--- config.mk ---
export PLATFORM = sky130hd
export DESIGN_NAME = lrf_ctrl_flat
export DESIGN_NICKNAME = d
export VERILOG_FILES = /design/src/hdl/lrf_pkg.sv /design/src/hdl/lrf_link_if.sv /design/src/hdl/lrf_timer.sv /design/src/hdl/lrf_ctrl.sv /design/src/flat_wrapper.sv
export SDC_FILE = /design/constraint.sdc
export NUM_CORES = 1
export LEC_CHECK = 0
export BUFFER_PORTS_ARGS = -buffer_cell sky130_fd_sc_hd__buf_4
export CORE_ASPECT_RATIO = 1.75
export CORE_UTILIZATION = 45
export CTS_BUF_LIST = sky130_fd_sc_hd__clkbuf_4 sky130_fd_sc_hd__clkbuf_8 sky130_fd_sc_hd__clkbuf_16
export DETAILED_ROUTE_END_ITERATION = 8
export HOLD_SLACK_MARGIN = 0.05
export SYNTH_ARGS = -nofsm -noshare
export SYNTH_HDL_FRONTEND = slang
export SYNTH_SLANG_ARGS = --single-unit
--- constraint.sdc ---
create_clock -name core_clk -period 4 [get_ports core_clk]
set_clock_uncertainty 0.1 [all_clocks]
set_input_delay 0.4 -clock core_clk [delete_from_list [all_inputs] [get_ports core_clk]]
set_output_delay 0.4 -clock core_clk [all_outputs]
set_load 0.02 [all_outputs]
--- src/hdl/lrf_pkg.sv ---
// shared constants, command patterns and helpers for the refresh scheduling link
package lrf_pkg;
	// ************************************************************
	// geometry and clock
	// ************************************************************
	localparam int NUM_BANKS     = 8;
	localparam int BANK_W        = 3;
	localparam int CA_W          = 5;
	localparam int CLK_PERIOD_PS = 5000;
	localparam int CNT_W         = 16;
	localparam int CRED_W        = 5;
	localparam int CREDIT_MAX    = 8;

	// ************************************************************
	// timing in ns (plain defaults) and derived cycle counts
	// ************************************************************
	localparam int T_RFCAB_NS = 210;
	localparam int T_RFCPB_NS = 90;
	localparam int T_RRD_NS   = 10;
	localparam int T_RP_NS    = 18;
	localparam int T_XSR_NS   = 220;
	localparam int T_REFI_NS  = 3900;

	// least times round up, never below one cycle
	function automatic int ns_up(int ns);
		int c;
		c = (ns * 1000 + CLK_PERIOD_PS - 1) / CLK_PERIOD_PS;
		return (c < 1) ? 1 : c;
	endfunction

	// the average interval is a longest time, so it rounds down
	function automatic int ns_down(int ns);
		int c;
		c = (ns * 1000) / CLK_PERIOD_PS;
		return (c < 1) ? 1 : c;
	endfunction

	localparam int RFCAB_CYC = ns_up(T_RFCAB_NS);
	localparam int RFCPB_CYC = ns_up(T_RFCPB_NS);
	localparam int RRD_CYC   = ns_up(T_RRD_NS);
	localparam int RP_CYC    = ns_up(T_RP_NS);
	localparam int XSR_CYC   = ns_up(T_XSR_NS);
	localparam int REFI_CYC  = ns_down(T_REFI_NS);

	// ************************************************************
	// command patterns on ca[4:0] and the bits each one compares
	// ************************************************************
	localparam logic [CA_W-1:0] CA_REF_PB = 5'h04;
	localparam logic [CA_W-1:0] CA_REF_AB = 5'h0c;
	localparam logic [CA_W-1:0] CA_ACT    = 5'h02;
	localparam logic [CA_W-1:0] CA_PRE    = 5'h0b;
	localparam logic [CA_W-1:0] CA_PRE_AB = 5'h1b;
	localparam logic [CA_W-1:0] CA_RST    = 5'h00;
	localparam logic [CA_W-1:0] CA_NOP    = 5'h07;
	localparam logic [CA_W-1:0] M_REF     = 5'h07;
	localparam logic [CA_W-1:0] M_ACT     = 5'h03;
	localparam logic [CA_W-1:0] M_PRE     = 5'h0f;
	localparam int              CA_PB_AB  = 3;
	localparam int              CA_PRE_ALL = 4;

	function automatic logic ca_match(logic [CA_W-1:0] ca, logic [CA_W-1:0] pat,
		logic [CA_W-1:0] msk);
		return ((ca ^ pat) & msk) == '0;
	endfunction
endpackage

--- src/hdl/lrf_link_if.sv ---
// command/address link between the memory controller and the device
`timescale 1ns/1ps
interface lrf_link_if;
	import lrf_pkg::*;
	logic              cs_n;
	logic              cke;
	logic [CA_W-1:0]   ca;
	logic [BANK_W-1:0] ba;

	modport ctrl (output cs_n, output cke, output ca, output ba);
	modport dev  (input cs_n, input cke, input ca, input ba);
endinterface

--- src/hdl/lrf_timer.sv ---
// down counter that reports busy while a minimum separation is running
`timescale 1ns/1ps
module lrf_timer
	import lrf_pkg::*;
#(
	parameter int W = CNT_W
) (
	input  wire logic         core_clk,
	input  wire logic         rst,
	input  wire logic         load,
	input  wire logic [W-1:0] count,
	output logic              busy
);
	logic [W-1:0] cnt_r;

	// a load restarts the wait even if one is running
	always_ff @(posedge core_clk or posedge rst) begin
		if (rst) begin
			cnt_r <= '0;
		end else if (load) begin
			cnt_r <= count;
		end else if (cnt_r != '0) begin
			cnt_r <= cnt_r - 1'b1;
		end
	end

	assign busy = (cnt_r != '0);
endmodule

--- src/hdl/lrf_ctrl.sv ---
// controller end: refresh scheduler with credit, shadow pointer and separations
// Overview of operation
// - refresh is cs low, ca 0 0 1
// - ca3 low per-bank, high all-bank
// - per-bank target steps 0..7 round robin
// - device pointer clears on reset, self-refresh exit
// - all-bank refresh also clears the pointer
// - controller tracks target bank, ensures it idle
// - per-bank waits ab, pb, precharge, activate spacing
// - refreshing bank unavailable, others stay usable
// - per-bank refresh leaves its bank idle
// - after per-bank: pb cycle, activate spacing waits
// - all banks idle before all-bank refresh
// - all-bank waits ab, pb and precharge times
// - all-bank ends idle; wait its cycle
// - no all-bank refresh with any bank open
// - at most eight refreshes postponed
// - at most eight refreshes pulled in
// - per-bank credit counts in units of eight
// - only nops during refresh cycle, except others
// - minimum refresh count per rolling window
// - eight per-bank refreshes equal one all-bank
// - credit frozen during self refresh
// - extra refresh needed before re-entering self refresh
`timescale 1ns/1ps
module lrf_ctrl
	import lrf_pkg::*;
#(
	parameter int RFCAB = RFCAB_CYC,
	parameter int RFCPB = RFCPB_CYC,
	parameter int RRD   = RRD_CYC,
	parameter int RP    = RP_CYC,
	parameter int XSR   = XSR_CYC,
	parameter int REFI  = REFI_CYC
) (
	input  wire logic              core_clk,
	input  wire logic              rst,
	lrf_link_if.ctrl               link,
	input  wire logic              per_bank_mode,
	input  wire logic              act_req,
	input  wire logic [BANK_W-1:0] act_bank,
	output logic                   act_ready,
	input  wire logic              pre_req,
	input  wire logic              pre_all,
	input  wire logic [BANK_W-1:0] pre_bank,
	output logic                   pre_ready,
	input  wire logic              rst_req,
	output logic                   rst_ready,
	input  wire logic              sr_enter_req,
	output logic                   sr_enter_ready,
	input  wire logic              sr_exit_req,
	output logic                   in_sref,
	output logic signed [CRED_W-1:0] credit,
	output logic [BANK_W-1:0]      shadow_ptr,
	output logic                   ref_issued
);
	typedef enum logic [1:0] {
		ST_RUN  = 2'b00,
		ST_SREF = 2'b01,
		ST_XSR  = 2'b10
	} lrf_state_e;

	localparam logic signed [CRED_W-1:0] CRED_HI = CRED_W'(CREDIT_MAX);
	localparam logic signed [CRED_W-1:0] CRED_LO = -CRED_W'(CREDIT_MAX);
	// a one-bit signed literal would read as minus one, so the step is full width
	localparam logic signed [CRED_W-1:0] CRED_STEP = CRED_W'(1);

	lrf_state_e                 state_r;
	lrf_state_e                 state_nxt;
	logic signed [CRED_W-1:0]   credit_r;
	logic [BANK_W-1:0]          ptr_r;
	logic [BANK_W-1:0]          pb_bank_r;
	logic [NUM_BANKS-1:0]       open_r;
	logic                       extra_ref_r;
	logic [CNT_W-1:0]           refi_cnt_r;
	logic                       tick;
	logic                       t_ab;
	logic                       t_pb;
	logic                       t_rrd;
	logic                       t_rp;
	logic                       t_xsr;
	logic                       ab_ok;
	logic                       pb_ok;
	logic                       urgent;
	logic                       want_ref;
	logic                       do_ab;
	logic                       do_pb;
	logic                       do_pre_all;
	logic                       do_act;
	logic                       do_pre;
	logic                       do_rst;
	logic                       do_sre;
	logic                       do_srx;
	logic                       cred_up;

	// ************************************************************
	// separation timers
	// ************************************************************
	lrf_timer #(.W(CNT_W)) u_ab (.core_clk(core_clk), .rst(rst), .load(do_ab),
		.count(CNT_W'(RFCAB - 1)), .busy(t_ab));
	lrf_timer #(.W(CNT_W)) u_pb (.core_clk(core_clk), .rst(rst), .load(do_pb),
		.count(CNT_W'(RFCPB - 1)), .busy(t_pb));
	lrf_timer #(.W(CNT_W)) u_rrd (.core_clk(core_clk), .rst(rst), .load(do_act || do_pb),
		.count(CNT_W'(RRD - 1)), .busy(t_rrd));
	lrf_timer #(.W(CNT_W)) u_rp (.core_clk(core_clk), .rst(rst),
		.load(do_pre || do_pre_all), .count(CNT_W'(RP - 1)), .busy(t_rp));
	lrf_timer #(.W(CNT_W)) u_xsr (.core_clk(core_clk), .rst(rst), .load(do_srx),
		.count(CNT_W'(XSR - 1)), .busy(t_xsr));

	// ************************************************************
	// refresh interval tick
	// ************************************************************
	// one tick per average interval; the window minimum follows from it
	always_ff @(posedge core_clk or posedge rst) begin
		if (rst) begin
			refi_cnt_r <= '0;
		end else if (refi_cnt_r == CNT_W'(REFI - 1)) begin
			refi_cnt_r <= '0;
		end else begin
			refi_cnt_r <= refi_cnt_r + 1'b1;
		end
	end
	assign tick = (refi_cnt_r == CNT_W'(REFI - 1)) && (state_r != ST_SREF);

	// ************************************************************
	// issue decision, one command per cycle
	// ************************************************************
	assign urgent   = (credit_r <= CRED_LO);
	assign want_ref = (credit_r < 0) || (!act_req && !pre_req && credit_r < CRED_HI);
	assign ab_ok    = !t_ab && !t_pb && !t_rp && (open_r == '0);
	assign pb_ok    = !t_ab && !t_pb && !t_rp && !t_rrd && !open_r[ptr_r];
	assign cred_up  = do_ab || (do_pb && ptr_r == BANK_W'(NUM_BANKS - 1));

	// a reset command goes first, then refresh once it is wanted; user traffic waits behind it
	always_comb begin
		do_ab      = 1'b0;
		do_pb      = 1'b0;
		do_pre_all = 1'b0;
		do_act     = 1'b0;
		do_pre     = 1'b0;
		do_rst     = 1'b0;
		do_sre     = 1'b0;
		do_srx     = 1'b0;
		state_nxt  = state_r;
		case (state_r)
			ST_RUN: begin
				if (rst_req && !t_ab && !t_pb) begin
					do_rst = 1'b1;
				end else if (want_ref && !per_bank_mode && ab_ok) begin
					do_ab = 1'b1;
				end else if (want_ref && per_bank_mode && pb_ok) begin
					do_pb = 1'b1;
				end else if (urgent && open_r != '0 && !t_ab && !t_pb && !t_rp) begin
					do_pre_all = 1'b1;
				end else if (sr_enter_req && !extra_ref_r && ab_ok) begin
					do_sre    = 1'b1;
					state_nxt = ST_SREF;
				end else if (pre_req && !t_ab
					&& !(t_pb && (pre_all || pre_bank == pb_bank_r))) begin
					do_pre = 1'b1;
				end else if (act_req && !urgent && !t_ab && !t_rrd && !open_r[act_bank]
					&& !(t_pb && act_bank == pb_bank_r)) begin
					do_act = 1'b1;
				end
			end
			ST_SREF: begin
				if (sr_exit_req) begin
					do_srx    = 1'b1;
					state_nxt = ST_XSR;
				end
			end
			ST_XSR: begin
				if (!t_xsr) begin
					state_nxt = ST_RUN;
				end
			end
			default: state_nxt = ST_RUN;
		endcase
	end

	assign act_ready      = do_act;
	assign pre_ready      = do_pre;
	assign rst_ready      = do_rst;
	assign sr_enter_ready = do_sre;

	// ************************************************************
	// link drive
	// ************************************************************
	// everything leaves on flops; idle cycles carry a nop
	always_ff @(posedge core_clk or posedge rst) begin
		if (rst) begin
			link.cs_n <= 1'b1;
			link.cke  <= 1'b1;
			link.ca   <= CA_NOP;
			link.ba   <= '0;
		end else begin
			link.cs_n <= !(do_ab || do_pb || do_pre_all || do_act || do_pre
				|| do_rst || do_sre);
			link.ba   <= do_act ? act_bank : pre_bank;
			if (do_ab) begin
				link.ca <= CA_REF_AB;
			end else if (do_pb || do_sre) begin
				link.ca <= CA_REF_PB;
			end else if (do_pre_all || (do_pre && pre_all)) begin
				link.ca <= CA_PRE_AB;
			end else if (do_pre) begin
				link.ca <= CA_PRE;
			end else if (do_act) begin
				link.ca <= CA_ACT;
			end else if (do_rst) begin
				link.ca <= CA_RST;
			end else begin
				link.ca <= CA_NOP;
			end
			if (do_sre) begin
				link.cke <= 1'b0;
			end else if (do_srx) begin
				link.cke <= 1'b1;
			end
		end
	end

	// ************************************************************
	// scheduler state
	// ************************************************************
	always_ff @(posedge core_clk or posedge rst) begin
		if (rst) begin
			state_r <= ST_RUN;
		end else begin
			state_r <= state_nxt;
		end
	end

	// shadow pointer mirrors the device's bank counter
	always_ff @(posedge core_clk or posedge rst) begin
		if (rst) begin
			ptr_r     <= '0;
			pb_bank_r <= '0;
		end else if (do_ab || do_rst || do_srx) begin
			ptr_r <= '0;
		end else if (do_pb) begin
			ptr_r     <= ptr_r + 1'b1;
			pb_bank_r <= ptr_r;
		end
	end

	// shadow of open banks; refresh leaves its targets idle
	always_ff @(posedge core_clk or posedge rst) begin
		if (rst) begin
			open_r <= '0;
		end else if (do_pre_all || do_rst || (do_pre && pre_all)) begin
			open_r <= '0;
		end else if (do_pre) begin
			open_r[pre_bank] <= 1'b0;
		end else if (do_act) begin
			open_r[act_bank] <= 1'b1;
		end
	end

	// credit: +1 per all-bank refresh or per eighth per-bank refresh, -1 per interval due; sat keeps it in range
	always_ff @(posedge core_clk or posedge rst) begin
		if (rst) begin
			credit_r <= '0;
		end else if (cred_up && !tick) begin
			credit_r <= (credit_r < CRED_HI) ? credit_r + CRED_STEP : credit_r;
		end else if (tick && !cred_up) begin
			credit_r <= (credit_r > CRED_LO) ? credit_r - CRED_STEP : credit_r;
		end
	end

	// a refresh lost at exit must be made up before the next entry
	always_ff @(posedge core_clk or posedge rst) begin
		if (rst) begin
			extra_ref_r <= 1'b0;
		end else if (do_srx) begin
			extra_ref_r <= 1'b1;
		end else if (cred_up) begin
			extra_ref_r <= 1'b0;
		end
	end

	always_ff @(posedge core_clk or posedge rst) begin
		if (rst) begin
			ref_issued <= 1'b0;
		end else begin
			ref_issued <= do_ab || do_pb;
		end
	end

	assign in_sref    = (state_r == ST_SREF);
	assign credit     = credit_r;
	assign shadow_ptr = ptr_r;
endmodule

--- src/flat_wrapper.sv ---
// flat-port wrapper written by rule: the top's interface ports become plain ports
module lrf_ctrl_flat import lrf_pkg::*;
#(
	parameter int RFCAB = RFCAB_CYC,
	parameter int RFCPB = RFCPB_CYC,
	parameter int RRD   = RRD_CYC,
	parameter int RP    = RP_CYC,
	parameter int XSR   = XSR_CYC,
	parameter int REFI  = REFI_CYC
)
  (core_clk, rst, per_bank_mode, act_req, act_bank, act_ready, pre_req, pre_all, pre_bank, pre_ready, rst_req, rst_ready, sr_enter_req, sr_enter_ready, sr_exit_req, in_sref, credit, shadow_ptr, ref_issued, link_cs_n, link_cke, link_ca, link_ba);
  lrf_link_if link_i ();
  input  wire logic core_clk;
  input  wire logic rst;
  input  wire logic per_bank_mode;
  input  wire logic act_req;
  input  wire logic [BANK_W-1:0] act_bank;
  output logic act_ready;
  input  wire logic pre_req;
  input  wire logic pre_all;
  input  wire logic [BANK_W-1:0] pre_bank;
  output logic pre_ready;
  input  wire logic rst_req;
  output logic rst_ready;
  input  wire logic sr_enter_req;
  output logic sr_enter_ready;
  input  wire logic sr_exit_req;
  output logic in_sref;
  output logic signed [CRED_W-1:0] credit;
  output logic [BANK_W-1:0] shadow_ptr;
  output logic ref_issued;
  output wire logic [$bits(link_i.cs_n)-1:0] link_cs_n;
  output wire logic [$bits(link_i.cke)-1:0] link_cke;
  output wire logic [$bits(link_i.ca)-1:0] link_ca;
  output wire logic [$bits(link_i.ba)-1:0] link_ba;
  assign link_cs_n = link_i.cs_n;
  assign link_cke = link_i.cke;
  assign link_ca = link_i.ca;
  assign link_ba = link_i.ba;
  lrf_ctrl #(.RFCAB(RFCAB), .RFCPB(RFCPB), .RRD(RRD), .RP(RP), .XSR(XSR), .REFI(REFI)) u_core (.core_clk(core_clk), .rst(rst), .link(link_i), .per_bank_mode(per_bank_mode), .act_req(act_req), .act_bank(act_bank), .act_ready(act_ready), .pre_req(pre_req), .pre_all(pre_all), .pre_bank(pre_bank), .pre_ready(pre_ready), .rst_req(rst_req), .rst_ready(rst_ready), .sr_enter_req(sr_enter_req), .sr_enter_ready(sr_enter_ready), .sr_exit_req(sr_exit_req), .in_sref(in_sref), .credit(credit), .shadow_ptr(shadow_ptr), .ref_issued(ref_issued));
endmodule
== Word level (Yosys, flattened, before mapping) ==
Index checks and enable logic that the tools add are counted.

* Word-level logic and storage cells: 228
* Bits of input ports: 15
* Register bits after elaboration: 129
* Output and inout port bits: 24

* Multiplexer cells: 84
* Reductions and logical operators: 90
* Eq/ne operators: 15
* Bitwise operators: 4
* Add/subtract/negate cells: 9
* Order comparisons: 9

{| class="wikitable"
|+ Operators by type and width
! kind !! number
|-
| 16-bit two-way mux || 11
|-
| 16-bit nonzero test || 5
|-
| 16-bit by 1-bit subtractor with 16-bit output (second input constant) || 5
|-
| 1-bit two-way mux || 45
|-
| 5-bit two-way mux || 9
|-
| 1-bit logical AND || 35
|-
| 8-bit two-way mux || 3
|-
| 2-bit nonzero test || 10
|-
| 1-bit logical OR || 17
|-
| 16-bit by 1-bit adder with 16-bit output (second input constant) || 1
|-
| 16-bit by 10-bit equality test with 1-bit output (second input constant) || 1
|-
| 1-bit zero test || 16
|-
| 2-bit two-way mux || 7
|-
| 3-bit by 4-bit < comparator with 1-bit output (second input constant) || 3
|-
| 3-bit two-way mux || 4
|-
| 2-bit inequality test (second input constant) || 6
|-
| 8-bit bitwise AND || 1
|-
| 8-bit zero test || 1
|-
| 8-bit NOT || 1
|-
| 8-bit OR || 1
|-
| 8-bit nonzero test || 1
|-
| 7-bit AND reduction || 1
|-
| 1-bit binary-select mux with 3-bit select || 2
|-
| 1-bit demux with 3-bit select || 2
|-
| 19 further kinds || 23
|}

== Longest topological paths before layout ==
* Depth after elaboration: 20
* Depth in mapped cells: 16
* Mapped depth without buffers: 15

== Modules after synthesis ==
A second synthesis with hierarchy kept.

* Cells, all modules: 807
* Area, all modules: 7793.7 um^2

{| class="wikitable"
|+ Modules (own cells, without submodules)
! module !! times used !! area an instance (um^2) !! seq. area each (um^2) !! cells an instance
|-
| lrf_timer (u_core.u_ab ...) || 4 || 978.4 || 400.4 || 102
|-
| lrf_ctrl || 1 || 2924.1 || 1232.4 || 291
|-
| lrf_timer (u_core.u_xsr) || 1 || 955.9 || 400.4 || 108
|}

== Least setup slack after synthesis ==
Ideal clock, no wire load.

* Kind: register to register
* Start point: reg u_core.refi_cnt_r[0]
* End point: reg u_core.credit_r[4], in the netlist u_core.credit[4]
* Clock period less this slack: 3.560 ns
* Stages on the path, launching flop included: 14
* Buffers on the path: 1
* Library setup time: 0.131 ns
* Arrival time: 3.329 ns
* Data required time: 3.769 ns
* Slack: 0.440 ns
* Cells stage by stage: dfrtp_1 -> ha_1 -> or4b_2 -> nor4b_1 -> and3_1 -> clkbuf_1 -> nor2b_1 -> a21o_1 -> ha_1 -> a21o_1 -> a21oi_1 -> nand4_1 -> o31a_1 -> xnor2_1

* Word-level cells in the longest chain between the ends: 6
* Elaborated cells between the ends (all ways): 10
* Those cells by class: eq/ne: 2; mux: 1; reduce/logical: 7

{| class="wikitable"
|+ RTL lines
! item !! line !! text
|-
| start, declared || lrf_ctrl.sv:75 || <nowiki>logic [CNT_W-1:0] refi_cnt_r;</nowiki>
|-
| start signal, assigned || lrf_ctrl.sv:120 || <nowiki>refi_cnt_r <= refi_cnt_r + 1'b1;</nowiki>
|-
| 16-bit by 10-bit equality test with 1-bit output * || lrf_ctrl.sv:123 || <nowiki>assign tick = (refi_cnt_r == CNT_W'(REFI - 1)) && (state_r != ST_SREF);</nowiki>
|-
| 1-bit logical AND * || lrf_ctrl.sv:123 ||
|-
| 1-bit zero test || lrf_ctrl.sv:264 || <nowiki>end else if (cred_up && !tick) begin</nowiki>
|-
| 1-bit logical AND || lrf_ctrl.sv:264 ||
|-
| 2-bit by 1-bit inequality test with 1-bit output (no source line) or 2-bit nonzero test (tied branches) || - ||
|-
| 3-bit AND reduction (no source line) || - ||
|-
| end signal, assigned || lrf_ctrl.sv:265 || <nowiki>credit_r <= (credit_r < CRED_HI) ? credit_r + CRED_STEP : credit_r;</nowiki>
|-
| end signal, assigned || lrf_ctrl.sv:267 || <nowiki>credit_r <= (credit_r > CRED_LO) ? credit_r - CRED_STEP : credit_r;</nowiki>
|-
| end, declared || lrf_ctrl.sv:70 || <nowiki>logic signed [CRED_W-1:0] credit_r;</nowiki>
|}

Every way passes the cells marked *; elsewhere a longest branch is shown, timed or not.
A chain may end at the register's enable or synchronous reset.

== Final worst setup path ==
* Start point: reg u_core.u_ab.cnt_r[0]
* End point: reg u_core.credit_r[4], in the netlist u_core.credit[4]

* Word-level cells in the longest chain between the ends: 17
* Elaborated cells between the ends (all ways): 28
* Those cells by class: eq/ne: 1; mux: 8; reduce/logical: 19

{| class="wikitable"
|+ RTL lines
! item !! line !! text
|-
| start, declared || lrf_timer.sv:14 || <nowiki>logic [W-1:0] cnt_r;</nowiki>
|-
| start signal, assigned || lrf_timer.sv:21 || <nowiki>cnt_r <= count;</nowiki>
|-
| start signal, assigned || lrf_timer.sv:23 || <nowiki>cnt_r <= cnt_r - 1'b1;</nowiki>
|-
| 16-bit nonzero test * || lrf_timer.sv:27 || <nowiki>assign busy = (cnt_r != '0);</nowiki>
|-
| 1-bit zero test * || lrf_ctrl.sv:130, lrf_ctrl.sv:131, lrf_ctrl.sv:147 ||
|-
| 1-bit logical AND (2 in a row) || lrf_ctrl.sv:130, lrf_ctrl.sv:131 ||
|-
| 1-bit logical AND (2 in a row) || lrf_ctrl.sv:131 || <nowiki>assign pb_ok = !t_ab && !t_pb && !t_rp && !t_rrd && !open_r[ptr_r];</nowiki>
|-
| 1-bit logical AND || lrf_ctrl.sv:151 || <nowiki>end else if (want_ref && per_bank_mode && pb_ok) begin</nowiki>
|-
| 1-bit two-way mux || lrf_ctrl.sv:151 ||
|-
| 1-bit two-way mux || lrf_ctrl.sv:149 || <nowiki>end else if (want_ref && !per_bank_mode && ab_ok) begin</nowiki>
|-
| 1-bit two-way mux || lrf_ctrl.sv:147 || <nowiki>if (rst_req && !t_ab && !t_pb) begin</nowiki>
|-
| 1-bit two-way mux || lrf_ctrl.sv:145 || <nowiki>case (state_r)</nowiki>
|-
| 1-bit logical AND || lrf_ctrl.sv:132 || <nowiki>assign cred_up = do_ab || (do_pb && ptr_r == BANK_W'(NUM_BANKS - 1));</nowiki>
|-
| 1-bit logical OR * || lrf_ctrl.sv:132 ||
|-
| 1-bit zero test || lrf_ctrl.sv:266 || <nowiki>end else if (tick && !cred_up) begin</nowiki>
|-
| 1-bit logical AND || lrf_ctrl.sv:266 ||
|-
| 2-bit nonzero test (no source line) || - ||
|-
| 3-bit AND reduction (no source line) || - ||
|}

Marks and branches as above.

==> flow_metrics.py <==
metrics = {
    "synthesis": {
        "synth_top_area_share_pct": 45.6,
        "syn_nets": 714,
        "syn_area_um2": 6810,
        "synth.avg_cell_area_um2": 9.97,
        "yosysTopAreaCell": "dfrtp_1",
        "synth_edf_count": 0,
        "synth_cell_types": 64,
        "ys.flop_type": "dfrtp_1",
        "syn_inst": 683,
        "ys_ff_latch": 129,
        "yosys_warnings": 0,
        "async_flop_share_pct": 100,
        "synthTopCellsByArea": "dfrtp_1 46%, xor2_1 6.0%, xnor2_1 5.3%",
        "ys_seq_area_share_pct": 47.5,
    },
    "setup_path": {
        "slowest_delay_ns": 0.41,
        "worstSetupStartpointType": "register",
        "r2r-start": "u_core.u_ab.cnt_r[0]",
        "path_class": "reg -> reg",
        "cp_top_family": "simple AND/OR/NAND/NOR gates",
        "cp.required_ns": 4.20,
        "r2r-end": "u_core.credit[4]",
        "critPathBufInv": 1,
        "cp-end-kind": "register",
        "critPathMaxFanout": 5,
        "slowest_stage": "fa_1",
        "worst-r2r-cell-count": 15,
        "rrSetupSlack_ns": 0.31,
        "worstPathArrival_ns": 3.89,
        "crit_chain": "inv_1 -> ha_1 -> nor4b_1 -> and4_1 -> and4_1 -> nand2_1 -> nor4_1 -> nand2_1 -> a21o_1 -> fa_1 -> a21o_1 -> a21oi_1 -> nand4_1 -> o31a_1 -> xnor2_1",
    },
    "power_and_ir_drop": {
        "p_per_area_nw_per_um2": 450,
        "leakagePower_nw": 3.58,
        "peakVddDrop_v": 0.000309,
    },
    "clock_network": {
        "cts_buffers": 17,
        "clk_path_buf_depth": 2,
        "cts_tree": "built",
        "clock_latency_ns": 0.42,
        "htree_levels": 4,
        "path_clk_slew_ns": 0.05,
        "clock_sinks": 129,
        "cts-root-buf": "clkbuf_16",
    },
    "grt": {
        "use_met1_pct": 24.2,
        "track_usage_pct": 22.2,
        "grt_pass1_wl_mm": 26.7,
        "busiest_layer": "met2",
        "grt_overflow": 0,
        "gr-usage-met2_pct": 40.2,
        "grt_pass1_vias": 5559,
        "met3_usage_pct": 4.14,
        "antenna_found_initial": 0,
        "grt_max_degree": 73,
    },
    "sta": {
        "min_period_ns": 3.69,
        "grt_setup_unrepaired": "false",
        "setup_ws_ns": 0.306,
        "drv_slew": 0,
        "fin_setup_tns_ns": 0,
        "worst_pin_slew_ns": 0.896,
        "fmax_mhz": 271,
        "setup_viol": 0,
        "hold_viol": 0,
        "fin_crit_sh_pct": 92.4,
        "maxSlewHeadroom_pct": 39.7,
    },
    "place": {
        "hpwl_mm": 12.0,
        "pre_cts_ws_ns": 0.199,
        "io_buffers": 38,
        "gp_congestion": 0.913,
        "post_dp_cell_area_um2": 7380,
        "place_inst": 902,
    },
    "worst_hold_path": {
        "hold_class": "in -> reg",
        "hold_path_end": "u_core.link.ca[4]",
        "whs_path_depth": 3,
        "hp-start": "pre_all",
    },
    "routing": {
        "drt_first_pass_iters": 5,
        "drt_iter0_markers": 219,
        "detail_route.wirelength_mm": 16.0,
        "num_vias": 5368,
        "via_per_inst": 5.75,
        "wl_per_cell_um": 17.1,
        "ant_nets": 0,
        "drc": 0,
    },
    "layout": {
        "diodes": 0,
        "final_cell_mix": "124 x dfrtp_1, 82 x nor2_1, 67 x nand2_1",
        "fillers": 1295,
        "layout_commonest_cell": "dfrtp_1",
        "final_area_um2": 8110,
        "num-nets-final": 770,
        "drive_gt1_share_pct": 16.2,
        "fin_util_pct": 54.7,
        "fin_cells": 934,
        "syn_to_final_growth_pct": 19.1,
    },
    "run": {
        "timing.max_cap.violations": 0,
    },
    "die": {
        "die_h_um": 165,
        "rows": 59,
        "die_x_um": 95.0,
        "pin_count": 39,
        "start_util_pct": 45.9,
        "core_um2": 14800,
        "dieArea_um2": 15700,
    },
    "outcome": {
        "status": "finished, final reports clean",
    },
}
## layer usage
layer	up-vias	wire, um
li1	2538	-
met1	2672	6300
met2	117	8600
met3	41	539
met4	0	518
met5	-	0
## logic make-up (layout without fill, tap and decap cells)
group | count (synthesis) | in the layout | synth area share [%]
simple gates | 326 | 326 | 26.2
flops | 129 | 129 | 47.5
xor+xnor | 88 | 88 | 11.3
compound gates | 73 | 73 | 6.81
buf+inv | 40 | 108 | 2.33
fa+ha+maj | 16 | 16 | 3.05
mux | 11 | 11 | 2.79
## sequential cells by signal (all words and copies together), names as in the netlist, 2 cells and up
register and count:
u_core.u_pb.cnt_r 16, u_core.shadow_ptr 3, u_core.u_rp.cnt_r 16, u_core.credit 5, u_core.link.ba 3, u_core.pb_bank_r 3
u_core.open_r 8, u_core.refi_cnt_r 16, u_core.u_rrd.cnt_r 16, u_core.u_xsr.cnt_r 16, u_core.link.ca 5, u_core.state_r 2
u_core.u_ab.cnt_r 16
## area by class of cell
class	count	area, um2	area share (%)
Multi-Input combinational cell	514	3420	42.2
Timing Repair Buffer	53	413	5.09
Clock buffer	18	439	5.41
Tap cell	183	229	2.82
Sequential cell	129	3230	39.9
Inverter	24	92.6	1.14
Clock inverter	13	282	3.47
## where the power goes
| group | internal (mW) | leakage, nW | switching, mW |
|---|---|---|---|
| Sequential | 1.38 | 1.59 | 0.0934 |
| Combinational | 0.123 | 1.65 | 0.160 |
| Clock | 1.31 | 0.343 | 0.581 |
| Total | 2.82 | 3.58 | 0.834 |
## worst min-delay path: stages
cell and delay, ns:
buf_4 0.10, a21oi_1 0.05, nor2_1 0.07
## stage by stage
stage               power [mW]  hold slack, ns
detailed placement        1.78           0.359
floorplan                 1.67           0.340
CTS                       3.69           0.138
global placement          1.76           0.356
global route              3.79           0.158
finish                    3.65           0.152
## Yosys cell counts (all sizes together) (4+ instances only)
cell	count
dfrtp	124
nor2	84
nand2	68
xor2	47
xnor2	41
nand3	30
o21ai	29
nor4	28
nor3	27
inv	24
nand4	17
ha	15
a21oi	13
clkbuf	11
or3	11
or4	9
and3	7
a21o	6
a221oi	6
and4	6
buf	5
dfstp	5
mux2	5
nand2b	5
nand4b	5
nor3b	5
mux4	4
nor2b	4
nor4b	4
## how the worst max path moves through the flow
| stage | cells after the start | slack [ns] | end | from |
|---|---|---|---|---|
| floorplan | 1 | 0.07 | u_core.credit[0] | rst |
| global placement | 15 | 0.37 | u_core.credit[4] | u_core.u_pb.cnt_r[0] |
| detailed placement | 15 | 0.20 | u_core.credit[4] | u_core.u_pb.cnt_r[0] |
| CTS | 15 | 0.18 | u_core.credit[4] | u_core.u_pb.cnt_r[0] |
| global route | 15 | 0.01 | u_core.credit[4] | u_core.u_ab.cnt_r[0] |
| finish | 15 | 0.31 | u_core.credit[4] | u_core.u_ab.cnt_r[0] |
## timing repair
item	in CTS	in global routing
gates resized for setup	0	1
endpoints found under the hold margin	57	0
setup buffers	0	0
endpoints found under the setup margin	0	1
hold buffers	1	0
Power figures use the tool's default switching activity.
